===== src/include/bper_pkg.sv =====
// Package of constants and types for the secondary-bus error reporting block
package bper_pkg;

  // ---------------------------------------------------------------
  // Register bus geometry
  // ---------------------------------------------------------------
  localparam int ADDR_W = 8;                // Register address width
  localparam int DATA_W = 32;               // Register data width

  // ---------------------------------------------------------------
  // Register byte offsets
  // ---------------------------------------------------------------
  localparam logic [ADDR_W-1:0] A_CTRL     = 8'h00;  // Enables
  localparam logic [ADDR_W-1:0] A_PCI_STS  = 8'h04;  // Primary status flags
  localparam logic [ADDR_W-1:0] A_SEC_STS  = 8'h08;  // Secondary status flags
  localparam logic [ADDR_W-1:0] A_UNC_STS  = 8'h0c;  // Secondary uncorrectable status
  localparam logic [ADDR_W-1:0] A_UNC_MASK = 8'h10;  // Message mask, per error
  localparam logic [ADDR_W-1:0] A_UNC_SEV  = 8'h14;  // Severity, one is fatal
  localparam logic [ADDR_W-1:0] A_DEV_STS  = 8'h18;  // Fatal and non-fatal detected
  localparam logic [ADDR_W-1:0] A_INT_MASK = 8'h1c;  // Interrupt mask

  // ---------------------------------------------------------------
  // Register layouts, bit 0 is the last field
  // ---------------------------------------------------------------
  typedef struct packed {
    logic secondary_parity_response_enable;   // Bit 1
    logic system_error_report_enable;         // Bit 0
  } bper_ctrl_t;

  typedef struct packed {
    logic system_error_flag;                  // Bit 1, signaled system error
    logic detected_parity_error_flag;         // Bit 0
  } bper_pci_sts_t;

  typedef struct packed {
    logic received_system_error_flag;         // Bit 2
    logic sec_detected_parity_error_flag;     // Bit 1
    logic master_data_parity_flag;            // Bit 0
  } bper_sec_sts_t;

  typedef struct packed {
    logic system_error_asserted_flag;         // Bit 2
    logic parity_error_asserted_flag;         // Bit 1
    logic uncorrectable_data_flag;            // Bit 0
  } bper_unc_t;

  typedef struct packed {
    logic nonfatal_error_detected;            // Bit 1
    logic fatal_error_detected;               // Bit 0
  } bper_dev_sts_t;

  // ---------------------------------------------------------------
  // Event inputs from the forwarding datapath, same clock
  // ---------------------------------------------------------------
  typedef struct packed {
    logic pcie_imm_data_err;    // Data error on immediate completer response
    logic pci_np_wr_data_err;   // Data error on PCI-originated non-posted write
    logic pci_p_wr_data_err;    // Data error on PCI-originated posted write
    logic fwd_np_wr;            // Forwarding a non-posted write from PCIe
    logic fwd_p_wr;             // Forwarding a posted write from PCIe
    logic fwd_any;              // Forwarding any transaction from PCIe
  } bper_evt_t;

  // ---------------------------------------------------------------
  // Reset values
  // ---------------------------------------------------------------
  localparam bper_ctrl_t CTRL_RST     = 2'h0;  // All enables off
  localparam bper_unc_t  UNC_MASK_RST = 3'h0;  // Nothing masked
  localparam bper_unc_t  UNC_SEV_RST  = 3'h0;  // All non-fatal
  localparam bper_unc_t  INT_MASK_RST = 3'h0;  // Interrupts off

  // ---------------------------------------------------------------
  // Parity-error pin driver states
  // ---------------------------------------------------------------
  typedef enum logic [1:0] {
    PERR_IDLE,     // Pin released
    PERR_DRIVE,    // Pin driven low
    PERR_HIGH      // Pin driven high for one cycle before release
  } bper_perr_st_t;

endpackage


===== src/verilog/bper_sticky.sv =====
// Sticky flag register, set by hardware, cleared by a read
`timescale 1ns/1ps
`default_nettype none

module bper_sticky #(
  parameter int WIDTH = 3                  // Number of flags
) (
  input  wire logic             ref_clk,   // Block clock
  input  wire logic             reset_n,   // Synchronous reset, active low
  input  wire logic [WIDTH-1:0] set,       // One-cycle set pulses
  input  wire logic             clr,       // Read of this register
  output logic      [WIDTH-1:0] q          // Stored flags
);

  // ---------------------------------------------------------------
  // Next value: a set in the clearing cycle survives
  // ---------------------------------------------------------------
  wire logic [WIDTH-1:0] next_q;           // Flags after this cycle
  assign next_q = set | (clr ? '0 : q);

  // Flag storage
  always_ff @(posedge ref_clk) begin
    if (!reset_n) begin
      q <= '0;
    end else begin
      q <= next_q;
    end
  end

endmodule

`default_nettype wire


===== src/verilog/bper_top.sv =====
// Secondary-bus parity and system error reporting for the bridge
//
// Behaviour
// Immediate-response data error sets primary parity flag
// Then drive parity pin only if response enabled
// Each error sets fatal or non-fatal detected
// Signaled system error needs message and enable
// Immediate error sets master parity, uncorrectable data
// Target parity on non-posted write logs flags
// Parity on posted write logs flags
// System error pin while forwarding logs flags
// PCI non-posted write error logs flags
// PCI posted write error drives pin if enabled
// PCI posted write error sets three flags
// Severity per error, masked errors send nothing
//
// The placing of the registers and strobed register access are this design's own decisions.
`timescale 1ns/1ps
`default_nettype none

module bper_top (
  input  wire logic                        ref_clk,               // 25 MHz clock
  input  wire logic                        reset_n,               // Sync reset
  input  wire logic [bper_pkg::ADDR_W-1:0] reg_addr,              // Register address
  input  wire logic [bper_pkg::DATA_W-1:0] reg_wdata,             // Write data
  input  wire logic                        reg_wr,                // Write strobe
  input  wire logic                        reg_rd,                // Read strobe
  output logic      [bper_pkg::DATA_W-1:0] reg_rdata,             // Read data
  input  wire bper_pkg::bper_evt_t         evt,                   // Datapath events
  input  wire logic                        parity_error_pin_in,   // Pin level
  output logic                             parity_error_pin_out,  // Pin drive value
  output logic                             parity_error_pin_oe_n, // Low while driving
  input  wire logic                        system_error_pin_in,   // Pin level
  output logic                             err_fatal_msg,         // Fatal message pulse
  output logic                             err_nonfatal_msg,      // Non-fatal message pulse
  output logic                             irq                    // Level interrupt
);

  // ---------------------------------------------------------------
  // Address match helper
  // ---------------------------------------------------------------
  function automatic logic hit(input logic [bper_pkg::ADDR_W-1:0] a,
                               input logic [bper_pkg::ADDR_W-1:0] b);
    hit = (a == b);
  endfunction

  // ---------------------------------------------------------------
  // Pin synchronisers
  // ---------------------------------------------------------------
  logic [1:0] pin_meta;     // First stage, read only by second stage
  logic [1:0] pin_sync;     // Second stage, bit 0 parity, bit 1 system
  logic [1:0] own_echo;     // Own low drive, delayed like the parity stages
  // Two flops on both bus error pins
  always_ff @(posedge ref_clk) begin
    if (!reset_n) begin
      pin_meta <= 2'h3;
      pin_sync <= 2'h3;
      own_echo <= 2'h0;
    end else begin
      pin_meta <= {system_error_pin_in, parity_error_pin_in};
      pin_sync <= pin_meta;
      own_echo <= {own_echo[0], !parity_error_pin_oe_n && !parity_error_pin_out};
    end
  end

  // ---------------------------------------------------------------
  // Software registers
  // ---------------------------------------------------------------
  bper_pkg::bper_ctrl_t    ctrl;        // Enables
  bper_pkg::bper_unc_t     unc_mask;    // Message mask
  bper_pkg::bper_unc_t     unc_sev;     // Severity
  bper_pkg::bper_unc_t     int_mask;    // Interrupt mask
  bper_pkg::bper_pci_sts_t pci_sts;     // Primary status
  bper_pkg::bper_sec_sts_t sec_sts;     // Secondary status
  bper_pkg::bper_unc_t     unc_sts;     // Uncorrectable status
  bper_pkg::bper_dev_sts_t dev_sts;     // Device status

  // Address decode
  wire logic wr_ctrl;                   // Write enables
  wire logic wr_mask;
  wire logic wr_sev;
  wire logic wr_int;
  assign wr_ctrl = reg_wr && hit(reg_addr, bper_pkg::A_CTRL);
  assign wr_mask = reg_wr && hit(reg_addr, bper_pkg::A_UNC_MASK);
  assign wr_sev  = reg_wr && hit(reg_addr, bper_pkg::A_UNC_SEV);
  assign wr_int  = reg_wr && hit(reg_addr, bper_pkg::A_INT_MASK);

  wire logic rd_pci;                    // Read-clear strobes
  wire logic rd_sec;
  wire logic rd_unc;
  wire logic rd_dev;
  assign rd_pci = reg_rd && hit(reg_addr, bper_pkg::A_PCI_STS);
  assign rd_sec = reg_rd && hit(reg_addr, bper_pkg::A_SEC_STS);
  assign rd_unc = reg_rd && hit(reg_addr, bper_pkg::A_UNC_STS);
  assign rd_dev = reg_rd && hit(reg_addr, bper_pkg::A_DEV_STS);

  // Control registers, written whole
  always_ff @(posedge ref_clk) begin
    if (!reset_n) begin
      ctrl     <= bper_pkg::CTRL_RST;
      unc_mask <= bper_pkg::UNC_MASK_RST;
      unc_sev  <= bper_pkg::UNC_SEV_RST;
      int_mask <= bper_pkg::INT_MASK_RST;
    end else begin
      if (wr_ctrl) ctrl     <= reg_wdata[$bits(ctrl)-1:0];
      if (wr_mask) unc_mask <= reg_wdata[$bits(unc_mask)-1:0];
      if (wr_sev)  unc_sev  <= reg_wdata[$bits(unc_sev)-1:0];
      if (wr_int)  int_mask <= reg_wdata[$bits(int_mask)-1:0];
    end
  end

  // ---------------------------------------------------------------
  // Event qualification
  // ---------------------------------------------------------------
  bper_pkg::bper_perr_st_t perr_st;     // Pin driver state
  bper_pkg::bper_perr_st_t next_perr_st;

  wire logic spe;                       // Secondary parity response enable
  wire logic perr_seen;                 // Parity pin low from another agent
  wire logic ev_np_perr;                // Target parity error, non-posted
  wire logic ev_p_perr;                 // Target parity error, posted
  wire logic ev_serr;                   // System error pin seen
  assign spe        = ctrl.secondary_parity_response_enable;
  // Own drive returns through the stages two cycles late, not a target report
  assign perr_seen  = !pin_sync[0] && !own_echo[1];
  assign ev_np_perr = perr_seen && evt.fwd_np_wr;
  assign ev_p_perr  = perr_seen && evt.fwd_p_wr;
  assign ev_serr    = !pin_sync[1] && evt.fwd_any;

  // ---------------------------------------------------------------
  // Flag set terms
  // ---------------------------------------------------------------
  bper_pkg::bper_pci_sts_t pci_set;     // Primary status sets
  bper_pkg::bper_sec_sts_t sec_set;     // Secondary status sets
  bper_pkg::bper_unc_t     unc_set;     // Uncorrectable status sets
  bper_pkg::bper_dev_sts_t dev_set;     // Device status sets
  bper_pkg::bper_unc_t     unc_fatal;   // Errors classed fatal
  bper_pkg::bper_unc_t     unc_nonfatal;// Errors classed non-fatal
  wire logic next_fatal_msg;            // Unmasked fatal error present
  wire logic next_nonfatal_msg;         // Unmasked non-fatal error present
  // Primary parity flag
  assign pci_set.detected_parity_error_flag = evt.pcie_imm_data_err;

  // Master data parity, only under response enable
  assign sec_set.master_data_parity_flag = spe && (evt.pcie_imm_data_err
                                                   || ev_np_perr
                                                   || ev_p_perr
                                                   || evt.pci_p_wr_data_err);
  // Secondary detected parity for PCI-originated writes
  assign sec_set.sec_detected_parity_error_flag = evt.pci_np_wr_data_err
                                                || evt.pci_p_wr_data_err;
  assign sec_set.received_system_error_flag = ev_serr;

  // Uncorrectable status sets
  assign unc_set.uncorrectable_data_flag = evt.pcie_imm_data_err
                                         || evt.pci_np_wr_data_err
                                         || evt.pci_p_wr_data_err;
  assign unc_set.parity_error_asserted_flag = ev_np_perr || ev_p_perr;
  assign unc_set.system_error_asserted_flag = ev_serr;

  // Severity split and message gating
  assign unc_fatal    = unc_set & unc_sev;
  assign unc_nonfatal = unc_set & ~unc_sev;
  assign dev_set.fatal_error_detected    = |unc_fatal;
  assign dev_set.nonfatal_error_detected = |unc_nonfatal;
  assign next_fatal_msg    = |(unc_fatal & ~unc_mask);
  assign next_nonfatal_msg = |(unc_nonfatal & ~unc_mask);

  // Signaled system error follows a sent message
  assign pci_set.system_error_flag = (next_fatal_msg || next_nonfatal_msg)
                                   && ctrl.system_error_report_enable;

  // ---------------------------------------------------------------
  // Sticky status registers
  // ---------------------------------------------------------------
  // Primary status
  bper_sticky #(.WIDTH($bits(bper_pkg::bper_pci_sts_t))) u_pci_sts (
    .ref_clk (ref_clk),
    .reset_n (reset_n),
    .set     (pci_set),
    .clr     (rd_pci),
    .q       (pci_sts)
  );

  // Secondary status
  bper_sticky #(.WIDTH($bits(bper_pkg::bper_sec_sts_t))) u_sec_sts (
    .ref_clk (ref_clk),
    .reset_n (reset_n),
    .set     (sec_set),
    .clr     (rd_sec),
    .q       (sec_sts)
  );

  // Uncorrectable status, also the interrupt source
  bper_sticky #(.WIDTH($bits(bper_pkg::bper_unc_t))) u_unc_sts (
    .ref_clk (ref_clk),
    .reset_n (reset_n),
    .set     (unc_set),
    .clr     (rd_unc),
    .q       (unc_sts)
  );

  // Device status
  bper_sticky #(.WIDTH($bits(bper_pkg::bper_dev_sts_t))) u_dev_sts (
    .ref_clk (ref_clk),
    .reset_n (reset_n),
    .set     (dev_set),
    .clr     (rd_dev),
    .q       (dev_sts)
  );

  // ---------------------------------------------------------------
  // Error messages toward the link
  // ---------------------------------------------------------------
  // One-cycle pulses, one cycle after the error
  always_ff @(posedge ref_clk) begin
    if (!reset_n) begin
      err_fatal_msg    <= 1'b0;
      err_nonfatal_msg <= 1'b0;
    end else begin
      err_fatal_msg    <= next_fatal_msg;
      err_nonfatal_msg <= next_nonfatal_msg;
    end
  end

  // ---------------------------------------------------------------
  // Parity-error pin driver
  // ---------------------------------------------------------------
  wire logic perr_req;                  // Request to drive the pin low
  assign perr_req = spe && (evt.pcie_imm_data_err || evt.pci_p_wr_data_err);

  // Low for one cycle, high for one, then released
  always_comb begin
    case (perr_st)
      bper_pkg::PERR_IDLE: begin
        next_perr_st = perr_req ? bper_pkg::PERR_DRIVE : bper_pkg::PERR_IDLE;
      end
      bper_pkg::PERR_DRIVE: begin
        // A further error keeps the pin low
        next_perr_st = perr_req ? bper_pkg::PERR_DRIVE : bper_pkg::PERR_HIGH;
      end
      bper_pkg::PERR_HIGH: begin
        next_perr_st = perr_req ? bper_pkg::PERR_DRIVE : bper_pkg::PERR_IDLE;
      end
      default: begin
        next_perr_st = bper_pkg::PERR_IDLE;
      end
    endcase
  end

  // State and registered pin outputs
  always_ff @(posedge ref_clk) begin
    if (!reset_n) begin
      perr_st               <= bper_pkg::PERR_IDLE;
      parity_error_pin_out  <= 1'b1;
      parity_error_pin_oe_n <= 1'b1;
    end else begin
      perr_st               <= next_perr_st;
      parity_error_pin_out  <= (next_perr_st != bper_pkg::PERR_DRIVE);
      parity_error_pin_oe_n <= (next_perr_st == bper_pkg::PERR_IDLE);
    end
  end

  // ---------------------------------------------------------------
  // Read data and interrupt
  // ---------------------------------------------------------------
  wire logic [bper_pkg::DATA_W-1:0] rd_mux;   // Selected register
  assign rd_mux =
    hit(reg_addr, bper_pkg::A_CTRL)     ? bper_pkg::DATA_W'(ctrl)     :
    hit(reg_addr, bper_pkg::A_PCI_STS)  ? bper_pkg::DATA_W'(pci_sts)  :
    hit(reg_addr, bper_pkg::A_SEC_STS)  ? bper_pkg::DATA_W'(sec_sts)  :
    hit(reg_addr, bper_pkg::A_UNC_STS)  ? bper_pkg::DATA_W'(unc_sts)  :
    hit(reg_addr, bper_pkg::A_UNC_MASK) ? bper_pkg::DATA_W'(unc_mask) :
    hit(reg_addr, bper_pkg::A_UNC_SEV)  ? bper_pkg::DATA_W'(unc_sev)  :
    hit(reg_addr, bper_pkg::A_DEV_STS)  ? bper_pkg::DATA_W'(dev_sts)  :
    hit(reg_addr, bper_pkg::A_INT_MASK) ? bper_pkg::DATA_W'(int_mask) :
    '0;

  // Data stand only in the cycle after the strobe
  always_ff @(posedge ref_clk) begin
    if (!reset_n) begin
      reg_rdata <= '0;
    end else begin
      reg_rdata <= reg_rd ? rd_mux : '0;
    end
  end

  // High while an unmasked uncorrectable flag stands
  assign irq = |(unc_sts & int_mask);
endmodule

`default_nettype wire


===== config.mk =====
export PLATFORM = sky130hd
export DESIGN_NAME = bper_top
export DESIGN_NICKNAME = d
export VERILOG_FILES = /design/src/include/bper_pkg.sv /design/src/verilog/bper_sticky.sv /design/src/verilog/bper_top.sv
export SDC_FILE = /design/constraint.sdc
export NUM_CORES = 1
export LEC_CHECK = 0
export BUFFER_PORTS_ARGS = -buffer_cell sky130_fd_sc_hd__buf_4
export CORE_UTILIZATION = 49
export DETAILED_ROUTE_END_ITERATION = 8
export GPL_TIMING_DRIVEN = 0
export PLACE_DENSITY = 0.93
export SLEW_MARGIN = 20
export SYNTH_ARGS = -nofsm -noshare
export SYNTH_HDL_FRONTEND = slang
export SYNTH_HIERARCHICAL = 1
export SYNTH_SLANG_ARGS = --single-unit
export TNS_END_PERCENT = 5

===== constraint.sdc =====
create_clock -name ref_clk -period 3.76 [get_ports ref_clk]
set_input_delay 0 -clock ref_clk [delete_from_list [all_inputs] [get_ports ref_clk]]
set_output_delay 0 -clock ref_clk [all_outputs]
set_load 0.05 [all_outputs]

# [After elaboration in Yosys (flattened, before gate mapping)]
# Index checks and enable logic that the tools add are counted.
# W data, S select, Z words.
[totals] reg_bits=65 out_inout_bits=37 inputBits=52
[op_classes] n_bitwise=13 muxes=15 n_eq_ne=10 reduce_logical=42
[ops] operator="$eq A8 B5 Y1 const B" count=4
[ops] operator="$mux W3" count=8
[ops] operator="$eq A8 B4 Y1 const B" count=2
[ops] operator="$logic_and A1 B1 Y1" count=16
[ops] operator="$and A3 B3 Y3" count=5
[ops] operator="$reduce_or A3 Y1" count=5
[ops] operator="$mux W2" count=5
[ops] operator="$logic_or A1 B1 Y1" count=9
[ops] operator="$reduce_or A9 Y1" count=1
[ops] operator="$eq A8 B3 Y1 const B" count=1
[ops] operator="$logic_not A8 Y1" count=1
[ops] operator="$not A3 Y3" count=2
[ops] operator="$or A3 B3 Y3" count=2
[ops] operator="$logic_not A1 Y1" count=5
[ops] operator="$logic_not A2 Y1" count=2
[ops] operator="$or A2 B2 Y2" count=2
[ops] operator="$pmux W2 S2" count=1
[ops] operator="$reduce_or A4 Y1" count=1
[ops] operator="$eq A2 B1 Y1 const B" count=1
[ops] operator="$eq A2 B2 Y1 const B" count=1
[ops] operator="$ne A2 B1 Y1 const B" count=1
[ops] operator="$not A1 Y1" count=2
[ops] operator="$reduce_and A2 Y1" count=1
[ops] operator="$reduce_or A2 Y1" count=1
[ops] operator="$mux W1" count=1

# [Depth between registers and ports, before layout]
[logic_depth] ltp_word=10 mapped_depth=6

# [Hierarchy]
# The synthesis kept the hierarchy.
[modules_own_cells] module="bper_top" cells_per_inst=162 area_per_inst_um2=1471.4 seq_area_each_um2=520.5 instances=1
[modules_own_cells] module="bper_sticky (u_sec_sts ...)" cells_per_inst=9 area_per_inst_um2=101.3 seq_area_each_um2=60.1 instances=2
[modules_own_cells] module="bper_sticky (u_dev_sts ...)" cells_per_inst=6 area_per_inst_um2=67.6 seq_area_each_um2=40.0 instances=2

# [Least setup slack after synthesis]
# No wires, ideal clock.
[synth_timing] kind="input to register" startpoint="input reg_addr[1] in the netlist's numbering" endpoint="register u_pci_sts.q[0]" t_arrival_ns=1.406 stages=6 required_ns=3.645 path_slack_ns=2.239 path_cell_list="or4_4 > nor3_1 > nand2_1 > nor3b_1 > nor2b_1 > o21a_1"
[synth_between] elab_chain_len=4
[synth_rtl] element="from (decl)" line_no="bper_top.sv:24" source="input wire logic [bper_pkg::ADDR_W-1:0] reg_addr,"
[synth_rtl] element="$eq A8 B3 Y1" line_no="bper_top.sv:44" source="hit = (a == b);"
[synth_rtl] element="$logic_and A1 B1 Y1" line_no="bper_top.sv:92" source="assign rd_pci = reg_rd && hit(reg_addr, bper_pkg::A_PCI_STS);"
[synth_rtl] element="net rd_pci" line_no="bper_top.sv:88" source="wire logic rd_pci;"
[synth_rtl] element="$mux W2" line_no="bper_sticky.sv:19" source="assign next_q = set | (clr ? '0 : q);"
[synth_rtl] element="$or A2 B2 Y2" line_no="bper_sticky.sv:19"
[synth_rtl] element="to (signal assigned)" line_no="bper_sticky.sv:26" source="q <= next_q;"
[synth_rtl] element="to (decl)" line_no="bper_sticky.sv:12" source="output logic [WIDTH-1:0] q"
# The timed path passes the listed nets, and every way through them passes these cells.
# A chain may end at the register's enable or synchronous reset.

# [Worst setup path after layout]
[layout_timing] startpoint="input reg_addr[1] in the netlist's numbering" endpoint="register u_pci_sts.q[1]"
# The elaborated chain is that of the path after synthesis.

==> summary.md <==
| Metric | Value |
|---|---|
| CP Capture Type | register |
| Clock latency at the later pin of the worst-skew pair | 0.28 ns |
| Post-synthesis sequential area ratio | 39.83% |
| DRT Wirelength | 3696 um |
| DRC viols | 0 |
| Core Footprint | 0.003442 mm^2 |
| HPWL after DPL | 2827 um |
| Commonest cells in the synthesized netlist | dfxtp_1 (36), buf_4 (29), nand2_1 (20) |
| Vias in the first global route | 1415 |
| Tmin final | 1.604 ns |
| R2r worst-path depth | 4 |
| I/O Buffers | 29 |
| Maximum vdd drop | 261.5 uV |
| Period utilization | 42.66% |
| Pin count of the biggest net entering global routing | 19 |
| Synthesized flop and latch total | 36 |
| ANT cells | 0 |
| Final-report hold violation count | 0 |
| Drt pass-1 iters | 4 |
| FILL cells | 290 |
| Setup crit start kind | input port |
| Cell Pwr Density | 359.0 mW/mm^2 |
| Post-route design area | 0.002326 mm^2 |
| Die width | 62.77 um |
| Clk buf depth | 2 |
| Unrepaired setup endpoints after global routing | no |
| Post-synthesis async set-or-reset flop share | 0% |
| Area of the multi-input gates | 932.1 um^2 |
| Layout cell share with drive strength beyond 1 | 29.23% |
| Status | complete, no violations |
| Post-CTS Hold Buffers | 4 |
| Resized Gates After CTS | 0 |
| CTS H-tree lvls | 2 |
| Global-route wire length before repair | 6147 um |
| Post-Syn Instances | 192 |
| CTS root buffer | clkbuf_8 |
| Die H | 62.77 um |
| Kind of critical path | input port to register |
| Cell variety after synth | 38 |
| Syn Std Cell Area | 0.001809 mm^2 |
| Max_cap viols | 0 |
| Largest fanout on the critical path | 5 |
| Clock Skews | 0.007141 ns |
| Vias | 1472 |
| Seq. cell area | 720.7 um^2 |
| Initial Util | 52.56% |
| Max-slew violation count | 0 |
| Worst-margin pin slew | 0.5392 ns |
| Placed Area | 0.002190 mm^2 |
| Sum Neg Setup Slack | 0 ns |
| Top cell type's share of synthesized area | 39.83% |
| Hold Slack | 0.002726 ns |
| Crit Reg-Reg Startpoint | pin_sync[1]$_SDFF_PN1_ |
| Gpl congestion | 0.9028 |
| Min-delay src | reset_n |
| CTS buffer count | 5 |
| Clk sinks | 36 |
| Initial antenna violation count | 0 |
| Worst setup path start | reg_addr[1] |
| R2R setup slack | 2.46 ns |
| Worst-path clk slew | 0.06 ns |
| WL per Instance | 12.08 um |
| Die area | 0.003939 mm^2 |
| Prevailing post-synth register cell | dfxtp_1 |
| Min-delay worst type | input port to register |
| Leakage | 0.001098 uW |
| Total gr overflow | 0 |
| Vias/cell | 4.810 |
| P&R area growth vs syn | 28.56% |
| Peak Freq | 623.5 MHz |
| TritonCTS clock tree | built |
| CP required | 3.94 ns |
| Routed Antenna Nets | 0 |
| Syn avg cell area | 9.423 um^2 |
| I/O pins | 89 |
| Synth warn | 6 |
| Worst reg2reg path endpoint | err_fatal_msg$_SDFF_PN0_ |
| Post-synth EDFFs | 0 |
| GRT Total Usage | 20.33% |
| Starting DRT DRC Count | 94 |
| Final Util | 67.58% |
| Critical Path End | u_pci_sts/q[1]$_SDFF_PN0_ |
| Top cells by area in the synthesized netlist | dfxtp_1 (40%), buf_4 (12%), mux2i_1 (7.2%) |
| # rows | 21 |
| Nets | 312 |
| CP arrival | 1.78 ns |
| Endpoints failing setup | 0 |
| Synth area leader | dfxtp_1 |
| Worst relative slew slack | 63.78% |
| Post-CTS Setup Repair Bufs | 0 |
| Top-count cell post-synth | dfxtp_1 |
registers in the layout (all words and copies together), names as in the netlist:
signal,cells
ctrl,1
err_fatal_msg,1
err_nonfatal_msg,1
int_mask,3
own_echo,2
parity_error_pin_oe_n,1
parity_error_pin_out,1
perr_st,2
pin_meta,2
pin_sync,2
reg_rdata,3
spe,1
u_dev_sts/q,2
u_pci_sts/q,2
u_sec_sts/q,3
u_unc_sts/q,3
unc_mask,3
unc_sev,3
per-layer routing:
| layer | global-route usage, % | vias to the layer above | part of all wire [%] |
|---|---|---|---|
| met3 | 4.562 | 9 | 6.6 |
| met1 | 23.46 | 664 | 40 |
| met5 | 0 | - | 0 |
| met4 | 11.05 | 0 | 2.5 |
| met2 | 34.65 | 57 | 51 |
| li1 | - | 742 | - |
how the worst min path moves through the flow:
| stage | to | slack (ns) | cells after the start |
|---|---|---|---|
| after CTS | pin_sync[1]$_SDFF_PN1_ | 0.0009 | 2 |
| after detailed placement | pin_meta[1]$_SDFF_PN1_ | 0.19 | 2 |
| after global routing | pin_sync[1]$_SDFF_PN1_ | 0.01 | 2 |
| final | pin_meta[1]$_SDFF_PN1_ | 0.003 | 2 |
| after floorplan | pin_sync[0]$_SDFF_PN1_ | 0.07 | 1 |
| after global placement | pin_meta[0]$_SDFF_PN1_ | 0.18 | 2 |
cell usage in the layout (no fill, tap or decap), types with 2 or more instances in the layout:
cell | Yosys | routed
o31a_1 | 3 | 3
and3_1 | 2 | 2
mux4_2 | 3 | 3
dfxtp_1 | 36 | 36
a22oi_1 | 2 | 2
buf_2 | 2 | 2
nand2_1 | 20 | 20
conb_1 | 1 | 29
nor3b_1 | 4 | 4
clkbuf_1 | 4 | 4
and2_1 | 2 | 2
o21ai_0 | 4 | 4
a222oi_1 | 2 | 2
nor2b_1 | 15 | 15
clkbuf_8 | 0 | 7
nand2b_1 | 5 | 5
inv_1 | 5 | 5
nor2_1 | 6 | 6
dlygate4sd3_1 | 0 | 4
a21oi_1 | 2 | 2
or3_1 | 2 | 2
nor3_1 | 4 | 4
mux2i_1 | 13 | 13
buf_4 | 29 | 58
o21a_1 | 11 | 11
cells by family after synthesis:
kind of cell           Yosys count  synth area share, %
other                            1               0.2073
AO/OA/AOI/OAI                   27                10.93
flip-flops                      36                39.83
buffers and inverters           40                14.45
AND/OR/NAND/NOR                 71                23.03
multiplexers                    17                11.55
through the flow:
step / std cells / total power, uW / worst slack, ns
2_1_floorplan: 220 / 518.5 / 2.239
3_3_place_gp: 295 / 548.0 / 1.920
3_5_place_dp: 295 / 549.9 / 1.896
4_1_cts: 306 / 838.5 / 2.203
5_1_grt: 306 / 866.8 / 2.059
6_report: 306 / 835.0 / 2.156
critical path, stage by stage:
cell and delay [ns]:
buf_4 0.11, or4_4 0.56, nor3_1 0.42, nand2_1 0.14
nor3b_1 0.30, nor2b_1 0.09, o21a_1 0.17
power by group:
part           switching (uW)  leakage, uW  internal (uW)
combinational            98.2     0.000755           55.9
sequential               3.63     0.000293            389
clock                     126    0.0000503            163
area by class of cell:
cell class / instances / area share, %
multi-input combinational: 144 / 40.08
sequential: 36 / 30.98
timing repair buffer: 33 / 11.08
buffer: 35 / 10.44
clock buffer: 7 / 4.142
tap: 46 / 2.474
inverter: 5 / 0.8069
Power figures use the tool's default switching activity.
